<file path="src/msq_defines.svh">
// Constants of the magnetometer command sequencer
// Assumes a 25 MHz system clock and a 1060 Hz station pulse
`ifndef MSQ_DEFINES_SVH
`define MSQ_DEFINES_SVH
// Clock and timing
`define MSQ_CLK_HZ        25000000
`define MSQ_PULSE_HZ      1060
`define MSQ_STEP_TIME_S   10
`define MSQ_STEP_CYCLES   (`MSQ_STEP_TIME_S * `MSQ_CLK_HZ)
`define MSQ_CAL_HOURS     18
`define MSQ_CAL_PULSES    (`MSQ_CAL_HOURS * 3600 * `MSQ_PULSE_HZ)
`define MSQ_RASTER_STEPS  5'h10
// Harmonic toggles per group of station pulses (11.925 kHz)
`define MSQ_REF_TOGGLES   20'h0_00B4
`define MSQ_REF_PULSES    3'h7
// Command numbers
`define MSQ_CMD_RANGE     4'h1
`define MSQ_CMD_OFS_APPLY 4'h2
`define MSQ_CMD_OFS_ADDR  4'h3
`define MSQ_CMD_INHIBIT   4'h4
`define MSQ_CMD_CAL       4'h5
`define MSQ_CMD_BYPASS    4'h6
`define MSQ_CMD_SURVEY    4'h7
`define MSQ_CMD_THERMAL   4'h8
`define MSQ_SURVEY_MIN    3'h4
// Register byte offsets
`define MSQ_REG_STATUS    12'h000
`define MSQ_REG_POSITION  12'h004
`define MSQ_REG_IRQ_STAT  12'h008
`define MSQ_REG_IRQ_MASK  12'h00C
`define MSQ_REG_DATA      12'h010
// Interrupt bits
`define MSQ_IRQ_CAL_DONE  0
`define MSQ_IRQ_SRV_DONE  1
`define MSQ_IRQ_CMD_REJ   2
`define MSQ_IRQ_OVERRUN   3
`define MSQ_IRQ_W         4
// Reset values
`define MSQ_RST_RANGE     2'h1
`define MSQ_RST_INHIBIT   1'h1
`endif

</file>
<file path="src/msq_pkg.sv">
// Types of the magnetometer command sequencer
// Assumes nothing beyond the tool's SystemVerilog support
`default_nettype none
package msq_pkg;
  // Flip/cal sequence, Gray coded from MSQ_F_IDLE to MSQ_F_CALB; CALB back to IDLE changes all three bits
  typedef enum logic [2:0] {
    MSQ_F_IDLE  = 3'h0,
    MSQ_F_CALA  = 3'h1,
    MSQ_F_FLX   = 3'h3,
    MSQ_F_FLY   = 3'h2,
    MSQ_F_FLZ   = 3'h6,
    MSQ_F_CALB  = 3'h7
  } msq_fstate_t;
  // Thermal control source
  typedef enum logic [1:0] {
    MSQ_T_XBOOM = 2'h0,
    MSQ_T_YBOOM = 2'h1,
    MSQ_T_OFF   = 2'h2
  } msq_therm_t;
endpackage
`default_nettype wire

</file>
<file path="src/msq_refgen.sv">
// Reference square waves locked to the station clock pulse
// Assumes clk_pulse_in is a synchronous one-cycle-or-longer level
`include "msq_defines.svh"
`default_nettype none
module msq_refgen (
  input  wire logic sys_clk_in,
  input  wire logic sys_rst_in,
  input  wire logic clk_pulse_in,
  output logic      fund_out,
  output logic      harm_out
);
  logic        pulse_d;
  logic [15:0] per_cnt;
  logic [15:0] period;
  logic [2:0]  grp;
  logic [19:0] acc;
  logic        rise;
  logic [19:0] modulus;
  assign rise = clk_pulse_in & ~pulse_d;
  assign modulus = {1'b0, period, 3'h0};
  // Measure the pulse period in system clocks
  always_ff @(posedge sys_clk_in) begin
    pulse_d <= sys_rst_in ? 1'b0 : clk_pulse_in;
    if (sys_rst_in || rise) per_cnt <= 16'h0_000;
    else per_cnt <= per_cnt + 16'h0_001;
    if (sys_rst_in) period <= 16'h5_C21;
    else if (rise) period <= per_cnt + 16'h0_001;
  end
  // Phase accumulator, re-aligned every eight pulses to stop drift
  always_ff @(posedge sys_clk_in) begin
    if (sys_rst_in) begin
      grp <= 3'h0; acc <= 20'h0_0000; harm_out <= 1'b0; fund_out <= 1'b0;
    end else if (rise && grp == `MSQ_REF_PULSES) begin
      grp <= 3'h0; acc <= 20'h0_0000; harm_out <= 1'b0; fund_out <= 1'b0;
    end else begin
      if (rise) grp <= grp + 3'h1;
      if (acc + `MSQ_REF_TOGGLES >= modulus) begin
        acc <= acc + `MSQ_REF_TOGGLES - modulus;
        harm_out <= ~harm_out;
        if (harm_out) fund_out <= ~fund_out;
      end else acc <= acc + `MSQ_REF_TOGGLES;
    end
  end
endmodule
`default_nettype wire

</file>
<file path="src/msq_flipseq.sv">
// Flip/calibration sequencer: raster, X, Y, Z flips, raster
// Assumes start_in is a one-cycle pulse, ignored while busy
`include "msq_defines.svh"
`default_nettype none
module msq_flipseq #(
  parameter int unsigned STEP_CYCLES = `MSQ_STEP_CYCLES
) (
  input  wire logic       sys_clk_in,
  input  wire logic       sys_rst_in,
  input  wire logic       start_in,
  output logic            busy_out,
  output logic            raster_out,
  output logic            done_out,
  output logic [2:0]      motor_out,
  output logic [2:0]      flipped_out
);
  msq_pkg::msq_fstate_t state;
  logic [31:0] step_cnt;
  logic [4:0]  ras_cnt;
  logic        tick;
  assign tick = step_cnt == 32'(STEP_CYCLES - 1);
  assign busy_out = state != msq_pkg::MSQ_F_IDLE;
  assign raster_out = state == msq_pkg::MSQ_F_CALA || state == msq_pkg::MSQ_F_CALB;
  // One motor powered at a time
  assign motor_out = {state == msq_pkg::MSQ_F_FLZ, state == msq_pkg::MSQ_F_FLY,
                      state == msq_pkg::MSQ_F_FLX};
  // Step timer, restarted on each state change
  always_ff @(posedge sys_clk_in) begin
    if (sys_rst_in || !busy_out || tick) step_cnt <= 32'h0000_0000;
    else step_cnt <= step_cnt + 32'h0000_0001;
  end
  // Sequence; a jammed motor only costs its own time slot
  always_ff @(posedge sys_clk_in) begin
    if (sys_rst_in) begin
      state <= msq_pkg::MSQ_F_IDLE; ras_cnt <= 5'h00; done_out <= 1'b0;
      flipped_out <= 3'h0;
    end else begin
      done_out <= 1'b0;
      case (state)
        msq_pkg::MSQ_F_IDLE: if (start_in) state <= msq_pkg::MSQ_F_CALA;
        msq_pkg::MSQ_F_CALA, msq_pkg::MSQ_F_CALB: if (tick) begin
          if (ras_cnt == `MSQ_RASTER_STEPS - 5'h01) begin
            ras_cnt <= 5'h00;
            done_out <= state == msq_pkg::MSQ_F_CALB;
            state <= state == msq_pkg::MSQ_F_CALA ? msq_pkg::MSQ_F_FLX
                                                 : msq_pkg::MSQ_F_IDLE;
          end else ras_cnt <= ras_cnt + 5'h01;
        end
        msq_pkg::MSQ_F_FLX: if (tick) begin
          flipped_out[0] <= ~flipped_out[0]; state <= msq_pkg::MSQ_F_FLY;
        end
        msq_pkg::MSQ_F_FLY: if (tick) begin
          flipped_out[1] <= ~flipped_out[1]; state <= msq_pkg::MSQ_F_FLZ;
        end
        msq_pkg::MSQ_F_FLZ: if (tick) begin
          flipped_out[2] <= ~flipped_out[2]; state <= msq_pkg::MSQ_F_CALB;
        end
        default: state <= msq_pkg::MSQ_F_IDLE;
      endcase
    end
  end
  property p_one_motor;
    @(posedge sys_clk_in) disable iff (sys_rst_in) $onehot0(motor_out);
  endproperty
  a_one_motor: assert property (p_one_motor) else $error("two flip motors on");
endmodule
`default_nettype wire

</file>
<file path="src/msq_top.sv">
// Magnetometer command decode, sequencing, status and APB registers
// Assumes commands arrive as one-cycle strobes from the station decoder
// How it works
// - Command 1 selects one of three ranges, 50, 100 or 200 units.
// - Station timer starts flip/cal every 18 hours unless inhibited or the sequencer is already busy.
// - Command 4 toggles the cal inhibit; it must release before command 5.
// - Command 5 starts flip/cal whenever the sequencer is idle once the inhibit is released.
// - Command 7 starts the site survey; only after four flip/cal cycles.
// - Command 6 bypasses most of the digital filter.
// - Command 8 picks X boom, Y boom or off as thermal source.
// - Command 3 picks offset channels; command 2 applies the offset.
// - Each sensor's flip position is a 2-bit status word.
// - Each sensor's gimbal position is a 1-bit status word.
// - Reference waves at 5.9625 and 11.925 kHz locked to 1060 Hz.
// - Digitized data is held until the data subsystem asks for it.
// - Heater power and temperature control status are reported.
// - The sequencer powers the flip motors one at a time.
`include "msq_defines.svh"
`default_nettype none
module msq_top #(
  parameter int unsigned STEP_CYCLES = `MSQ_STEP_CYCLES,
  parameter int unsigned CAL_PULSES  = `MSQ_CAL_PULSES
) (
  input  wire logic        sys_clk_in,
  input  wire logic        sys_rst_in,
  input  wire logic        psel_in,
  input  wire logic        penable_in,
  input  wire logic        pwrite_in,
  input  wire logic [11:0] paddr_in,
  input  wire logic [31:0] pwdata_in,
  output logic      [31:0] prdata_out,
  output logic             pready_out,
  output logic             pslverr_out,
  output logic             irq_out,
  input  wire logic        cmd_valid_in,
  input  wire logic [3:0]  cmd_num_in,
  input  wire logic [7:0]  cmd_arg_in,
  input  wire logic        clk_pulse_in,
  input  wire logic        sample_valid_in,
  input  wire logic [31:0] sample_in,
  input  wire logic        data_req_in,
  output logic      [31:0] data_out,
  output logic             data_valid_out,
  input  wire logic        heater_on_in,
  input  wire logic        temp_ctrl_in,
  output logic             heater_status_out,
  output logic             temp_ctrl_status_out,
  output logic      [1:0]  range_out,
  output logic      [2:0]  offset_sel_out,
  output logic      [7:0]  offset_pct_out,
  output logic      [2:0]  offset_apply_out,
  output logic             cal_inhibit_out,
  output logic             filter_bypass_out,
  output logic      [1:0]  thermal_src_out,
  output logic      [2:0]  motor_out,
  output logic             raster_out,
  output logic             survey_out,
  output logic      [5:0]  flip_pos_out,
  output logic      [2:0]  gimbal_post_out,
  output logic             ref_fund_out,
  output logic             ref_harm_out
);
  // Decoded command strobes, one per defined command
  logic [8:1] cmd;
  logic       cmd_bad;
  logic       cal_start;
  logic       timer_due;
  logic       seq_busy;
  logic       seq_raster;
  logic       seq_done;
  logic [2:0] seq_motor;
  logic [2:0] seq_flipped;
  logic       fund;
  logic       harm;
  logic [2:0] cal_count;
  logic [1:0] srv_axis;
  logic       srv_wait;
  logic       srv_req;
  logic       srv_done;
  logic [31:0] held;
  logic       held_full;
  logic [`MSQ_IRQ_W-1:0] irq_stat;
  logic [`MSQ_IRQ_W-1:0] irq_mask;
  logic [`MSQ_IRQ_W-1:0] irq_set;
  logic       pulse_d;
  logic [31:0] int_cnt;
  logic       apb_rd;
  logic       apb_wr;
  logic       known;
  msq_pkg::msq_therm_t therm;

  // Register address decode, used only by the error path
  function automatic logic reg_known(input logic [11:0] a);
    reg_known = a == `MSQ_REG_STATUS || a == `MSQ_REG_POSITION ||
                a == `MSQ_REG_IRQ_STAT || a == `MSQ_REG_IRQ_MASK ||
                a == `MSQ_REG_DATA;
  endfunction

  // Flip position word: 2'h0 at 0 deg, 2'h1 at 90, 2'h2 at 180
  function automatic logic [1:0] pos_word(input logic flipped, input logic srv);
    pos_word = srv ? 2'h1 : (flipped ? 2'h2 : 2'h0);
  endfunction

  // Command strobes; anything outside 1..8 is flagged and dropped
  genvar gi;
  generate
    for (gi = 1; gi <= 8; gi++) begin : g_cmd
      assign cmd[gi] = cmd_valid_in && cmd_num_in == 4'(gi);
    end
  endgenerate
  assign cmd_bad = cmd_valid_in && cmd_num_in != 4'h0 && (cmd_num_in > `MSQ_CMD_THERMAL)
                 || cmd_valid_in && cmd_num_in == 4'h0;

  msq_flipseq #(
    .STEP_CYCLES (STEP_CYCLES)
  ) u_seq (
    .sys_clk_in  (sys_clk_in),
    .sys_rst_in  (sys_rst_in),
    .start_in    (cal_start),
    .busy_out    (seq_busy),
    .raster_out  (seq_raster),
    .done_out    (seq_done),
    .motor_out   (seq_motor),
    .flipped_out (seq_flipped)
  );

  msq_refgen u_ref (
    .sys_clk_in   (sys_clk_in),
    .sys_rst_in   (sys_rst_in),
    .clk_pulse_in (clk_pulse_in),
    .fund_out     (fund),
    .harm_out     (harm)
  );

  // Interval timer counts station pulses; it restarts after each tick
  always_ff @(posedge sys_clk_in) begin
    pulse_d <= sys_rst_in ? 1'b0 : clk_pulse_in;
    if (sys_rst_in || timer_due) int_cnt <= 32'h0000_0000;
    else if (clk_pulse_in && !pulse_d) int_cnt <= int_cnt + 32'h0000_0001;
  end
  assign timer_due = int_cnt == 32'(CAL_PULSES);

  // Every start source is gated by the inhibit
  assign cal_start = !cal_inhibit_out && !seq_busy &&
                     (cmd[5] || timer_due || srv_req);

  // Mode settings driven by commands
  always_ff @(posedge sys_clk_in) begin
    if (sys_rst_in) begin
      range_out <= `MSQ_RST_RANGE;
      cal_inhibit_out <= `MSQ_RST_INHIBIT;
      filter_bypass_out <= 1'b0;
      therm <= msq_pkg::MSQ_T_OFF;
    end else begin
      if (cmd[1] && cmd_arg_in[1:0] != 2'h0) range_out <= cmd_arg_in[1:0];
      if (cmd[4]) cal_inhibit_out <= ~cal_inhibit_out;
      if (cmd[6]) filter_bypass_out <= cmd_arg_in[0];
      if (cmd[8] && cmd_arg_in[1:0] != 2'h3) begin
        therm <= msq_pkg::msq_therm_t'(cmd_arg_in[1:0]);
      end
    end
  end

  // Offset address and percentage; apply drives only chosen channels
  always_ff @(posedge sys_clk_in) begin
    if (sys_rst_in) begin
      offset_sel_out <= 3'h0; offset_pct_out <= 8'h00; offset_apply_out <= 3'h0;
    end else begin
      if (cmd[3]) offset_sel_out <= cmd_arg_in[2:0];
      if (cmd[2]) begin
        offset_pct_out <= cmd_arg_in;
        offset_apply_out <= offset_sel_out;
      end
    end
  end

  // Cycle count toward the survey, saturating at the minimum
  always_ff @(posedge sys_clk_in) begin
    if (sys_rst_in) cal_count <= 3'h0;
    else if (seq_done && cal_count != `MSQ_SURVEY_MIN) cal_count <= cal_count + 3'h1;
  end

  // Site survey: one flip/cal per axis, then that sensor is gimballed
  always_ff @(posedge sys_clk_in) begin
    if (sys_rst_in) begin
      survey_out <= 1'b0; srv_axis <= 2'h0; srv_wait <= 1'b0; srv_req <= 1'b0;
      srv_done <= 1'b0; gimbal_post_out <= 3'h0;
    end else begin
      srv_done <= 1'b0;
      if (!survey_out) begin
        if (cmd[7] && cal_count == `MSQ_SURVEY_MIN && !seq_busy) begin
          survey_out <= 1'b1; srv_req <= 1'b1; srv_axis <= 2'h0;
        end
      end else if (srv_req) begin
        if (cal_start) begin
          srv_req <= 1'b0; srv_wait <= 1'b1;
        end
      end else if (srv_wait && seq_done) begin
        srv_wait <= 1'b0;
        gimbal_post_out[srv_axis] <= 1'b1;
        if (srv_axis == 2'h2) begin
          survey_out <= 1'b0; srv_done <= 1'b1;
        end else begin
          srv_axis <= srv_axis + 2'h1; srv_req <= 1'b1;
        end
      end
    end
  end

  // Registered status outputs and motor drive
  always_ff @(posedge sys_clk_in) begin
    if (sys_rst_in) begin
      motor_out <= 3'h0; raster_out <= 1'b0; flip_pos_out <= 6'h00;
      ref_fund_out <= 1'b0; ref_harm_out <= 1'b0; thermal_src_out <= 2'h2;
      heater_status_out <= 1'b0; temp_ctrl_status_out <= 1'b0;
    end else begin
      motor_out <= seq_motor;
      raster_out <= seq_raster;
      for (int i = 0; i < 3; i++) begin
        flip_pos_out[2*i +: 2] <= pos_word(seq_flipped[i],
                                           survey_out && srv_wait && 2'(i) == srv_axis);
      end
      ref_fund_out <= fund;
      ref_harm_out <= harm;
      thermal_src_out <= therm;
      heater_status_out <= heater_on_in;
      temp_ctrl_status_out <= temp_ctrl_in;
    end
  end

  // Sample holding: a new sample over an unread one counts as overrun
  always_ff @(posedge sys_clk_in) begin
    if (sys_rst_in) begin
      held <= 32'h0000_0000; held_full <= 1'b0;
      data_out <= 32'h0000_0000; data_valid_out <= 1'b0;
    end else begin
      data_valid_out <= data_req_in && held_full;
      if (data_req_in && held_full) data_out <= held;
      if (sample_valid_in) begin
        held <= sample_in; held_full <= 1'b1;
      end else if (data_req_in) held_full <= 1'b0;
    end
  end

  // Event sources for the sticky status
  assign irq_set[`MSQ_IRQ_CAL_DONE] = seq_done;
  assign irq_set[`MSQ_IRQ_SRV_DONE] = srv_done;
  assign irq_set[`MSQ_IRQ_CMD_REJ]  = cmd_bad || (cmd[5] && cal_inhibit_out) ||
                                      (cmd[7] && cal_count != `MSQ_SURVEY_MIN);
  assign irq_set[`MSQ_IRQ_OVERRUN]  = sample_valid_in && held_full && !data_req_in;

  // APB access phase, before the slave's one-cycle answer
  assign apb_rd = psel_in && penable_in && !pready_out && !pwrite_in;
  assign apb_wr = psel_in && penable_in && !pready_out && pwrite_in;
  assign known  = reg_known(paddr_in);

  // Sticky status: read clears, but a same-cycle event still lands
  always_ff @(posedge sys_clk_in) begin
    if (sys_rst_in) irq_stat <= '0;
    else if (apb_rd && paddr_in == `MSQ_REG_IRQ_STAT) irq_stat <= irq_set;
    else irq_stat <= irq_stat | irq_set;
  end

  // Mask register and the level interrupt
  always_ff @(posedge sys_clk_in) begin
    if (sys_rst_in) irq_mask <= '0;
    else if (apb_wr && paddr_in == `MSQ_REG_IRQ_MASK) irq_mask <= pwdata_in[`MSQ_IRQ_W-1:0];
    irq_out <= sys_rst_in ? 1'b0 : |(irq_stat & irq_mask);
  end

  // APB answer one cycle into the access phase; unmapped gives an error
  always_ff @(posedge sys_clk_in) begin
    if (sys_rst_in) begin
      pready_out <= 1'b0; pslverr_out <= 1'b0; prdata_out <= 32'h0000_0000;
    end else begin
      pready_out <= psel_in && penable_in && !pready_out;
      pslverr_out <= psel_in && penable_in && !pready_out && !known;
      prdata_out <= 32'h0000_0000;
      if (apb_rd) begin
        case (paddr_in)
          `MSQ_REG_STATUS: prdata_out <= {19'h0_0000, cal_count, survey_out, seq_busy,
                                          therm, filter_bypass_out, cal_inhibit_out,
                                          heater_on_in, temp_ctrl_in, range_out};
          `MSQ_REG_POSITION: prdata_out <= {23'h00_0000, gimbal_post_out, flip_pos_out};
          `MSQ_REG_IRQ_STAT: prdata_out <= {28'h000_0000, irq_stat};
          `MSQ_REG_IRQ_MASK: prdata_out <= {28'h000_0000, irq_mask};
          `MSQ_REG_DATA: prdata_out <= held;
          default: prdata_out <= 32'h0000_0000;
        endcase
      end
    end
  end

  property p_range;
    @(posedge sys_clk_in) disable iff (sys_rst_in)
      cmd[1] && cmd_arg_in[1:0] != 2'h0 |=> range_out == $past(cmd_arg_in[1:0]);
  endproperty
  a_range: assert property (p_range) else $error("range not taken");

  property p_timer_gate;
    @(posedge sys_clk_in) disable iff (sys_rst_in)
      cal_inhibit_out |=> !$rose(seq_busy);
  endproperty
  a_timer_gate: assert property (p_timer_gate) else $error("start while inhibited");

  property p_toggle;
    @(posedge sys_clk_in) disable iff (sys_rst_in)
      cmd[4] |=> cal_inhibit_out != $past(cal_inhibit_out);
  endproperty
  a_toggle: assert property (p_toggle) else $error("inhibit did not toggle");

  property p_cal_cmd;
    @(posedge sys_clk_in) disable iff (sys_rst_in)
      cmd[5] && !cal_inhibit_out && !seq_busy |=> seq_busy ##1 raster_out;
  endproperty
  a_cal_cmd: assert property (p_cal_cmd) else $error("cal not started");

  property p_survey_gate;
    @(posedge sys_clk_in) disable iff (sys_rst_in)
      $rose(survey_out) |-> $past(cal_count) == `MSQ_SURVEY_MIN;
  endproperty
  a_survey_gate: assert property (p_survey_gate) else $error("early survey");

  property p_bypass;
    @(posedge sys_clk_in) disable iff (sys_rst_in)
      cmd[6] |=> filter_bypass_out == $past(cmd_arg_in[0]);
  endproperty
  a_bypass: assert property (p_bypass) else $error("bypass not set");

  property p_offset;
    @(posedge sys_clk_in) disable iff (sys_rst_in)
      cmd[2] |=> offset_apply_out == $past(offset_sel_out);
  endproperty
  a_offset: assert property (p_offset) else $error("offset on wrong channels");

  property p_hold;
    @(posedge sys_clk_in) disable iff (sys_rst_in)
      data_req_in && held_full |=> data_valid_out && data_out == $past(held);
  endproperty
  a_hold: assert property (p_hold) else $error("held data not delivered");

  property p_bad_cmd;
    @(posedge sys_clk_in) disable iff (sys_rst_in)
      cmd_bad |-> cmd == 8'h00;
  endproperty
  a_bad_cmd: assert property (p_bad_cmd) else $error("unknown command decoded");

  property p_motor;
    @(posedge sys_clk_in) disable iff (sys_rst_in)
      $onehot0(motor_out);
  endproperty
  a_motor: assert property (p_motor) else $error("motors overlap");
endmodule
`default_nettype wire

</file>
<file path="config.mk">
export PLATFORM = sky130hd
export DESIGN_NAME = msq_top
export DESIGN_NICKNAME = d
export VERILOG_FILES = /design/src/msq_pkg.sv /design/src/msq_refgen.sv /design/src/msq_flipseq.sv /design/src/msq_top.sv
export VERILOG_INCLUDE_DIRS = /design/src
export SDC_FILE = /design/constraint.sdc
export NUM_CORES = 1
export LEC_CHECK = 0
export BUFFER_PORTS_ARGS = -buffer_cell sky130_fd_sc_hd__buf_2
export CORE_UTILIZATION = 40
export DETAILED_ROUTE_END_ITERATION = 10
export SLEW_MARGIN = 0
export SYNTH_ARGS = -nofsm -noshare
export SYNTH_HDL_FRONTEND = slang
export SYNTH_HIERARCHICAL = 1
export SYNTH_SLANG_ARGS = --single-unit
</file>
<file path="constraint.sdc">
create_clock -name sys_clk_in -period 8.6 [get_ports sys_clk_in]
set_input_delay 0.86 -clock sys_clk_in [delete_from_list [all_inputs] [get_ports sys_clk_in]]
set_output_delay 0.86 -clock sys_clk_in [all_outputs]
set_load 0.05 [all_outputs]
</file>
==> impl_metrics.json, run 1 <==
{
  "finalSetupViolations": 0,
  "clkTransAtPathRegs_ns": 0.06,
  "synth_edf_count": 0,
  "ys.warnings.count": 6,
  "cts_setup_buffers": 0,
  "coreArea_mm2": 0.0316,
  "post-route-util_pct": 48.0,
  "critPathKind": "flop to flop",
  "num_vias": 10578,
  "synthFlopType": "dfxtp_1",
  "synth_top_area_share_pct": 45.2,
  "grt_max_degree": 82,
  "slew_viol_final": 0,
  "grt_usage_pct": 18.2,
  "die_area_mm2": 0.0328,
  "dp_hpwl_um": 21600,
  "wire_per_inst_um": 15.2,
  "yosys.area.top_type": "dfxtp_1",
  "cp.arrival_ns": 4.76,
  "port_buffers": 176,
  "cts_made_buffers": 35,
  "fin_crit_sh_pct": 51.1,
  "syn-num-nets": 1574,
  "cp.required_ns": 8.97,
  "fin_nets": 1722,
  "grt.overflow.total": 0,
  "power_density_mw_per_mm2": 222,
  "clock-sinks": 290,
  "netlist_instances": 1445,
  "clkLatencyLatePin_ns": 0.52,
  "avgSynthCellArea_um2": 8.88,
  "fin_area_mm2": 0.0151,
  "synthMostInstantiatedCell": "dfxtp_1",
  "cts.repair.resized": 0,
  "root_buffer": "clkbuf_16",
  "rsz0062_at_grt": "no",
  "area_growth_pct": 18.0,
  "grt_pass1_wl_um": 49500,
  "ys_async_sr_fraction_pct": 0,
  "setup_ws_ns": 4.21,
  "place.gp.congestion": 0.821,
  "die_w_um": 181,
  "fin_crit_ns": 4.39,
  "critPathLaunchType": "flop",
  "drc": 0,
  "fin_skew_ns": 0.0263,
  "ios": 205,
  "dp_slack_ns": 4.21,
  "cts_max_level": 2,
  "antenna_found_initial": 1,
  "first_pass_iters": 5,
  "cts_tree": "yes",
  "max_freq_ghz": 0.228,
  "cp_max_fo": 24,
  "drt_iter0_markers": 642,
  "synthTopCellsByCount": "dfxtp_1, nor2_1, nand2_1",
  "crit_path_end_kind": "flop",
  "ys_types": 77,
  "fill_cells": 3049,
  "ir_drop_v": 0.000182,
  "hold_violations": 0,
  "cts_buffer_depth": 3,
  "synth_area_mm2": 0.0128,
  "ys_ff_latch": 290,
  "hp-class": "flop to flop",
  "p_leak_nw": 6.07,
  "finalSetupTns_ns": 0,
  "worst_pin_slew_ns": 1.10,
  "wirelength_um": 30600,
  "ys_top_cells_by_area": "dfxtp_1, nor2_1, mux2i_1",
  "maxCapViolations": 0,
  "avgViaCountPerCell": 5.24,
  "ant_nets": 0,
  "grt_pass1_vias": 9644,
  "status": "finished, final reports clean",
  "initial_core_util_pct": 40.7,
  "holdBufCountCts": 0,
  "yosysSeqAreaShare_pct": 45.2,
  "post_dp_cell_area_mm2": 0.0140,
  "std_cell_rows": 65,
  "fin_total_pwr_mw": 3.36,
  "drive_above_1_share_pct": 17.9,
  "slew_headroom_pct": 26.6,
  "die_y_um": 181
}
[cell families after synthesis]
kind of cell / after synthesis / synth area share, %
compound gates: 218 / 11.0
xor+xnor: 83 / 5.72
fa+ha+maj: 30 / 2.98
buf+inv: 117 / 3.70
flops: 290 / 45.2
mux: 73 / 6.04
simple gates: 634 / 25.3
[metal layers]
metal	up-vias	GRT usage [%]	wire [um]
met2	256	30.2	14100
met3	44	3.06	1560
met4	0	5.66	619
met1	4929	24.1	14300
li1	5349	-	-
met5	-	0	0
[through the flow]
stage / instances / hold WS [ns]
after global placement: 1958 / 0.427
after CTS: 2019 / 0.449
after floorplan: 1445 / 0.417
final: 2020 / 0.448
after global routing: 2019 / 0.461
after detailed placement: 1958 / 0.439
[area by class of cell]
cell class	count	area, um^2	share of cell area [%]
antenna	1	2.50	0.0165
clock inverter	13	165	1.09
timing repair buffer	183	936	6.18
tap	402	503	3.32
inverter	45	169	1.12
multi-input combinational	1038	6550	43.3
sequential	290	5810	38.4
clock buffer	48	1000	6.64
[state kept, by name (all words and copies together) (netlist names), 6 cells and up, named ones only]
register	flops
data_out	32
flip_pos_out	6
held	32
int_cnt	32
offset_pct_out	8
prdata_out	32
u_ref/acc	18
u_ref/per_cnt	16
u_ref/period	16
u_seq/step_cnt	32
[placed cells by master (no fill, tap or decap), types with 22 or more instances in the layout]
cell type,instances
and3_1,22
a21oi_1,98
o21ai_0,28
nand3_1,54
nor2_1,194
nand2_1,134
and2_1,28
buf_2,175
inv_1,45
clkbuf_16,35
ha_1,29
xnor2_1,37
dfxtp_1,290
xor2_1,45
nand4_1,39
nor2b_1,22
mux2i_1,64
[power breakdown]
part           total (mW)  internal [mW]  switching, mW
Combinational       0.468          0.195          0.273
Sequential           1.41           1.38         0.0314
Clock                1.48          0.912          0.572
Total                3.36           2.49          0.876
[critical path, cell delays in order, from the launching register on]
cell	delay, ns
dfxtp_1	0.34
ha_1	0.23
or3_1	0.35
a21oi_1	0.38
nor2_1	0.15
nand2_1	0.11
xnor2_1	0.09
ha_1	0.40
nand3_2	0.12
nor2_2	0.14
nand3_1	0.13
or4_4	0.59
a31oi_4	0.87
mux2i_1	0.29
nor2_1	0.05
[path summary, 6_finish.rpt]
kind | from | to | slack, ns | cells past startpoint
worst max-delay path | u_ref/acc[2]$_SDFF_PP0_ | u_ref/acc[9]$_SDFF_PP0_ | 4.21 | 14
worst min-delay path | u_seq/step_cnt[0]$_SDFF_PP0_ | u_seq/step_cnt[0]$_SDFF_PP0_ | 0.45 | 1
worst max register to register | u_ref/acc[2]$_SDFF_PP0_ | u_ref/acc[9]$_SDFF_PP0_ | 4.21 | 14
worst min register to register | u_seq/step_cnt[0]$_SDFF_PP0_ | u_seq/step_cnt[0]$_SDFF_PP0_ | 0.45 | 1
(Power assumes the default switching activity.)
==> run 2, diff against run 1 <==
Clock period 8.6 ns to 4.6 ns, I/O delays scaled along.
==> run 2 against run 1 <==
Final cell count about the same. Hold slack got worse by 0.26 ns. Sequential power grew 87%. Total power up 89%. Wire length shrank 0.91%. First-iteration DRC count decreased by 2.0%. Sequential share of layout area is 0.088 points lower. Combinational power is 85% higher. Fmax grew 8.2%. Clock skew is 0.0017 ns higher. Largest cell class unchanged. Highest routed layer unchanged.
==> impl_metrics.json, run 2 (synthesis gave the netlist of run 1 again) <==
{
  "status": "finished, final reports clean",
  "path_depth": 15,
  "path_cells": "ha_1 > or3_1 > a21oi_1 > nor2_1 > nand2_1 > xnor2_1 > ha_1 > nand3_2 > nor2_2 > nand3_1 > or4_4 > a31oi_4 > buf_4 > mux2i_1 > nor2_1",
  "crit_start": "u_ref/acc[2]$_SDFF_PP0_",
  "wire_per_inst_um": 15.0,
  "slowest_delay_ns": 0.58,
  "drc": 0,
  "drive_above_1_share_pct": 17.6,
  "initial_core_util_pct": 40.7,
  "die_w_um": 181,
  "clkTransAtPathRegs_ns": 0.06,
  "grt.overflow.total": 0,
  "ir_drop_v": 0.000337,
  "grt_max_degree": 88,
  "drt_iter0_markers": 629,
  "wirelength_um": 30400,
  "crit_buf_inv": 1,
  "final_cell_mix": "dfxtp_1, nor2_1, buf_2, nand2_1, a21oi_1",
  "grt_pass1_vias": 9547,
  "die_area_mm2": 0.0328,
  "cp.required_ns": 4.95,
  "root_buffer": "clkbuf_16",
  "power_density_mw_per_mm2": 420,
  "maxCapViolations": 0,
  "antenna_found_initial": 1,
  "finalSetupViolations": 0,
  "worst_pin_slew_ns": 1.15,
  "reg2reg_depth": 15,
  "std_cell_rows": 65,
  "clkLatencyLatePin_ns": 0.51,
  "endpoint": "u_ref/acc[16]$_SDFF_PP0_",
  "cts.repair.resized": 0,
  "p_leak_nw": 6.07,
  "port_buffers": 176,
  "cts_tree": "yes",
  "holdBufCountCts": 0,
  "num_vias": 10464,
  "critPathKind": "flop to flop",
  "use_met3_pct": 3.08,
  "ios": 205,
  "hold_violations": 0,
  "rsz0062_at_grt": "no",
  "avgViaCountPerCell": 5.19,
  "fin_crit_ns": 4.06,
  "cts_setup_buffers": 0,
  "ff_latch_area_mm2": 0.00581,
  "cts_max_level": 2,
  "layout_commonest_cell": "dfxtp_1",
  "cp.arrival_ns": 4.41,
  "fin_crit_sh_pct": 88.2,
  "die_y_um": 181,
  "reg2reg_slack_ns": 0.54,
  "crit_path_end_kind": "flop",
  "fin_skew_ns": 0.0281,
  "critPathLaunchType": "flop",
  "coreArea_mm2": 0.0316,
  "regToRegStartpoint": "u_ref/acc[2]$_SDFF_PP0_",
  "cp_max_fo": 24,
  "place.gp.congestion": 0.818,
  "use_met1_pct": 24.0,
  "hp-class": "primary input to flop",
  "first_pass_iters": 5,
  "max_freq_ghz": 0.246,
  "top_usage_layer": "met2",
  "slew_headroom_pct": 22.9,
  "grt_usage_pct": 18.1,
  "ant_nets": 0,
  "multi_input_area_mm2": 0.00655,
  "dp_slack_ns": 0.557,
  "grt_pass1_wl_um": 49200,
  "crit_family": "simple AND/OR/NAND/NOR gates",
  "cts_buffer_depth": 3,
  "fin_nets": 1722,
  "dp_hpwl_um": 21400,
  "finalSetupTns_ns": 0,
  "slew_viol_final": 0,
  "setup_ws_ns": 0.541,
  "clock-sinks": 290,
  "area_growth_pct": 18.2,
  "crit_slowest_cell": "or4_4",
  "cts_made_buffers": 34,
  "fill_cells": 3044,
  "met2_usage_pct": 30.1,
  "reg2reg_to": "u_ref/acc[16]$_SDFF_PP0_"
}
run 2: worst min path at each step:
stage | slack, ns | start | cells past startpoint | end
global placement | 0.43 | u_seq/step_cnt[0]$_SDFF_PP0_ | 1 | u_seq/step_cnt[0]$_SDFF_PP0_
detailed placement | 0.44 | u_seq/step_cnt[0]$_SDFF_PP0_ | 1 | u_seq/step_cnt[0]$_SDFF_PP0_
floorplan | 0.42 | u_seq/step_cnt[0]$_SDFF_PP0_ | 1 | u_seq/step_cnt[0]$_SDFF_PP0_
CTS | 0.17 | sample_in[20] | 3 | held[20]$_SDFFE_PP0P_
global route | 0.19 | sample_in[23] | 3 | held[23]$_SDFFE_PP0P_
finish | 0.19 | sample_in[18] | 3 | held[18]$_SDFFE_PP0P_
run 2: per-stage QoR:
step                      instance area, um^2  instances  util [%]  total power, mW  hold WS [ns]
after global routing                    15200       2017      48.1             6.65         0.188
after floorplan                         12800       1445         -             3.36         0.417
after global placement                  14000       1959      44.3             3.55         0.427
after detailed placement                14000       1959      44.3             3.55         0.437
final                                   15200       2018      48.1             6.37         0.187
after CTS                               15200       2017      48.1             6.44         0.172
run 2: report_power, final:
group / switching (mW) / internal (mW) / total [mW]
combinational: 0.502 / 0.364 / 0.866
clock: 1.04 / 1.83 / 2.86
sequential: 0.0583 / 2.58 / 2.64
run 2: area by class of cell:
type                            instances  share of cell area [%]
Sequential cell                       290                    38.3
Timing Repair Buffer                  184                    6.22
Clock buffer                           45                    6.15
Multi-Input combinational cell       1038                    43.2
Clock inverter                         13                    1.74
Tap cell                              402                    3.31
Inverter                               45                    1.11
Antenna cell                            1                  0.0165
run 2: per-layer routing:
metal  vias up  share of wire (%)  wire (um)
met4         0                1.8        546
li1       5331                  -          -
met2       217                 46      14100
met5         -                  0          0
met1      4873                 47      14300
met3        43                4.5       1370
run 2: worst register-to-register path: stages, from the launching register on:
cell and delay (ns):
dfxtp_1 0.34, ha_1 0.23, or3_1 0.35, a21oi_1 0.38
nor2_1 0.17, nand2_1 0.11, xnor2_1 0.09, ha_1 0.40
nand3_2 0.12, nor2_2 0.14, nand3_1 0.12, or4_4 0.58
a31oi_4 0.18, buf_4 0.38, mux2i_1 0.25, nor2_1 0.06
==> run 3, diff against run 2 <==
Settings changed: ABC_AREA set to 1.
==> run 3 against run 2 <==
Fmax increased by 26%. Register-to-register slack improved by 0.83 ns. Synthesized area increased by 4.7%. Die area increased by 4.7%. First-iteration DRC count increased by 1.3%. Synthesized cell count increased by 23%. Sequential power increased by 4%. Largest power group unchanged.
==> impl_metrics.json, run 3 <==
{
  "netlist_instances": 1781,
  "holdBufCountCts": 0,
  "slew_headroom_pct": 43.7,
  "ys_ff_latch": 290,
  "grt_max_degree": 53,
  "hold_violations": 0,
  "num_vias": 11637,
  "power_density_mw_per_mm2": 462,
  "dp_slack_ns": 1.41,
  "rsz0062_at_grt": "no",
  "yosys.area.top_type": "dfxtp_1",
  "avgViaCountPerCell": 4.80,
  "fill_cells": 3303,
  "port_buffers": 176,
  "yosysSeqAreaShare_pct": 43.2,
  "placed_cells": 2355,
  "cts_tree": "yes",
  "synthFlopType": "dfxtp_1",
  "antenna_found_initial": 4,
  "synth_area_mm2": 0.0134,
  "ys.warnings.count": 6,
  "worst_pin_slew_ns": 0.840,
  "finalSetupTns_ns": 0,
  "std_cell_rows": 66,
  "synth_edf_count": 0,
  "slew_viol_final": 0,
  "crit_slowest_cell": "dfxtp_1",
  "hp-class": "primary input to flop",
  "crit_path_end_kind": "flop",
  "clkTransAtPathRegs_ns": 0.06,
  "fin_skew_ns": 0.0147,
  "critPathKind": "flop to flop",
  "grt_pass1_wl_um": 53100,
  "layout_commonest_cell": "dfxtp_1",
  "slowest_delay_ns": 0.39,
  "p_leak_nw": 6.84,
  "avgSynthCellArea_um2": 7.55,
  "p_seq_share_pct": 37.4,
  "die_y_um": 185,
  "grt_usage_pct": 18.9,
  "root_buffer": "clkbuf_16",
  "fin_total_pwr_mw": 7.35,
  "reg2reg_depth": 24,
  "whs_path_depth": 3,
  "fin_crit_ns": 3.23,
  "ir_drop_v": 0.000412,
  "die_area_mm2": 0.0343,
  "synthMostInstantiatedCell": "dfxtp_1",
  "drt_iter0_markers": 637,
  "instances_no_fill": 2422,
  "cts.repair.resized": 0,
  "place.gp.congestion": 0.865,
  "coreArea_mm2": 0.0328,
  "cp.required_ns": 5.05,
  "area_growth_pct": 18.3,
  "status": "finished, final reports clean",
  "grt.overflow.total": 0,
  "fin_hold_ws_ns": 0.158,
  "drc": 0,
  "crit_buf_inv": 5,
  "clock-sinks": 290,
  "grt_pass1_vias": 10963,
  "ios": 205,
  "cts_buffer_depth": 3,
  "max_freq_ghz": 0.309,
  "post-route-util_pct": 48.5,
  "setup_ws_ns": 1.37,
  "fin_area_mm2": 0.0159,
  "ys_types": 62,
  "wire_per_inst_um": 13.5,
  "wirelength_um": 32700,
  "cp_max_fo": 23,
  "path_cells": "ha_1 > inv_1 > nand2_1 > nand2_1 > nand2_1 > nand2_1 > inv_1 > nand4_1 > xor2_1 > inv_1 > ha_1 > nand2_1 > inv_1 > nand2_1 > nand2_1 > a21oi_1 > nand2_2 > nand2_2 > nand2_2 > nand2_2 > nand2_4 > inv_4 > nand2_1 > a21oi_2",
  "initial_core_util_pct": 41.0,
  "clockPowerShare_pct": 39.6,
  "cts_setup_buffers": 0,
  "comb_power_share_pct": 23.0,
  "path_depth": 24,
  "ys_top_cells_by_area": "dfxtp_1, nand2_1, nor2_1",
  "critPathLaunchType": "flop",
  "cts_made_buffers": 35,
  "finalSetupViolations": 0,
  "fin_crit_sh_pct": 70.3,
  "first_pass_iters": 6,
  "clkLatencyLatePin_ns": 0.52,
  "fin_nets": 2079,
  "ant_nets": 0,
  "p_sw_mw": 2.32,
  "drive_above_1_share_pct": 19.3,
  "maxCapViolations": 0,
  "syn-num-nets": 1910,
  "switching_share_pct": 31.6,
  "cp.arrival_ns": 3.68,
  "synth_top_area_share_pct": 43.2,
  "synthTopCellsByCount": "dfxtp_1, nand2_1, nor2_1",
  "p_int_mw": 5.02,
  "die_w_um": 185,
  "post_dp_cell_area_mm2": 0.0146,
  "final_cell_mix": "dfxtp_1, nand2_1, nor2_1, inv_1, buf_2",
  "path_common_cell": "nand2_1",
  "dp_hpwl_um": 23900,
  "crit_family": "simple AND/OR/NAND/NOR gates",
  "ys_async_sr_fraction_pct": 0,
  "cts_max_level": 2
}
run 3: tightest hold or removal path: stages:
cell	delay, ns
buf_2	0.11
inv_1	0.04
nor2_1	0.03
run 3: layout make-up:
class	count	area [um^2]	area share (%)
multi-input cells	1209	6490	40.8
clock inverters	17	230	1.45
well taps	442	553	3.48
diodes	3	7.51	0.0472
clock buffers	47	1010	6.36
flip-flops and latches	290	5810	36.5
repair buffers	182	926	5.82
inverters	232	878	5.52
run 3: cells by family (layout without fill, tap and decap cells):
group	Yosys count	after routing	synth area share [%]
other	0	3	0
AOI/OAI and AO/OA	293	293	11.8
adders and majority gates	30	30	2.85
buffers and inverters	282	478	8.54
and+or+nand+nor	824	824	29.6
DFF	290	290	43.2
xor gates and xnor gates	62	62	4.04
run 3: path summary, 6_finish.rpt:
path                                                  start                               to  slack [ns]
worst max-delay path                u_ref/acc[2]$_SDFF_PP0_          u_ref/acc[5]$_SDFF_PP0_        1.37
worst min-delay path                           temp_ctrl_in  temp_ctrl_status_out$_SDFF_PP0_        0.16
worst max register to register      u_ref/acc[2]$_SDFF_PP0_          u_ref/acc[5]$_SDFF_PP0_        1.37
worst min register to register  u_ref/fund_out$_SDFFE_PP0P_          ref_fund_out$_SDFF_PP0_        0.45
run 3: power groups by stage:
stage | Combinational [mW] | Sequential [mW] | Clock, mW
global placement | 1.67 | 2.80 | 0
finish | 1.69 | 2.75 | 2.91
floorplan | 1.32 | 2.88 | 0
detailed placement | 1.69 | 2.80 | 0
global route | 1.92 | 2.77 | 3.10
CTS | 1.70 | 2.75 | 2.99
run 3: layer usage:
layer	share of wire, %	up-vias	routed length, um	GRT usage [%]
met3	4.6	52	1520	2.56
met5	0.028	-	9	0
li1	-	6066	-	-
met2	48	224	15600	32.7
met1	45	5293	14800	24.2
met4	2.4	2	786	5.98
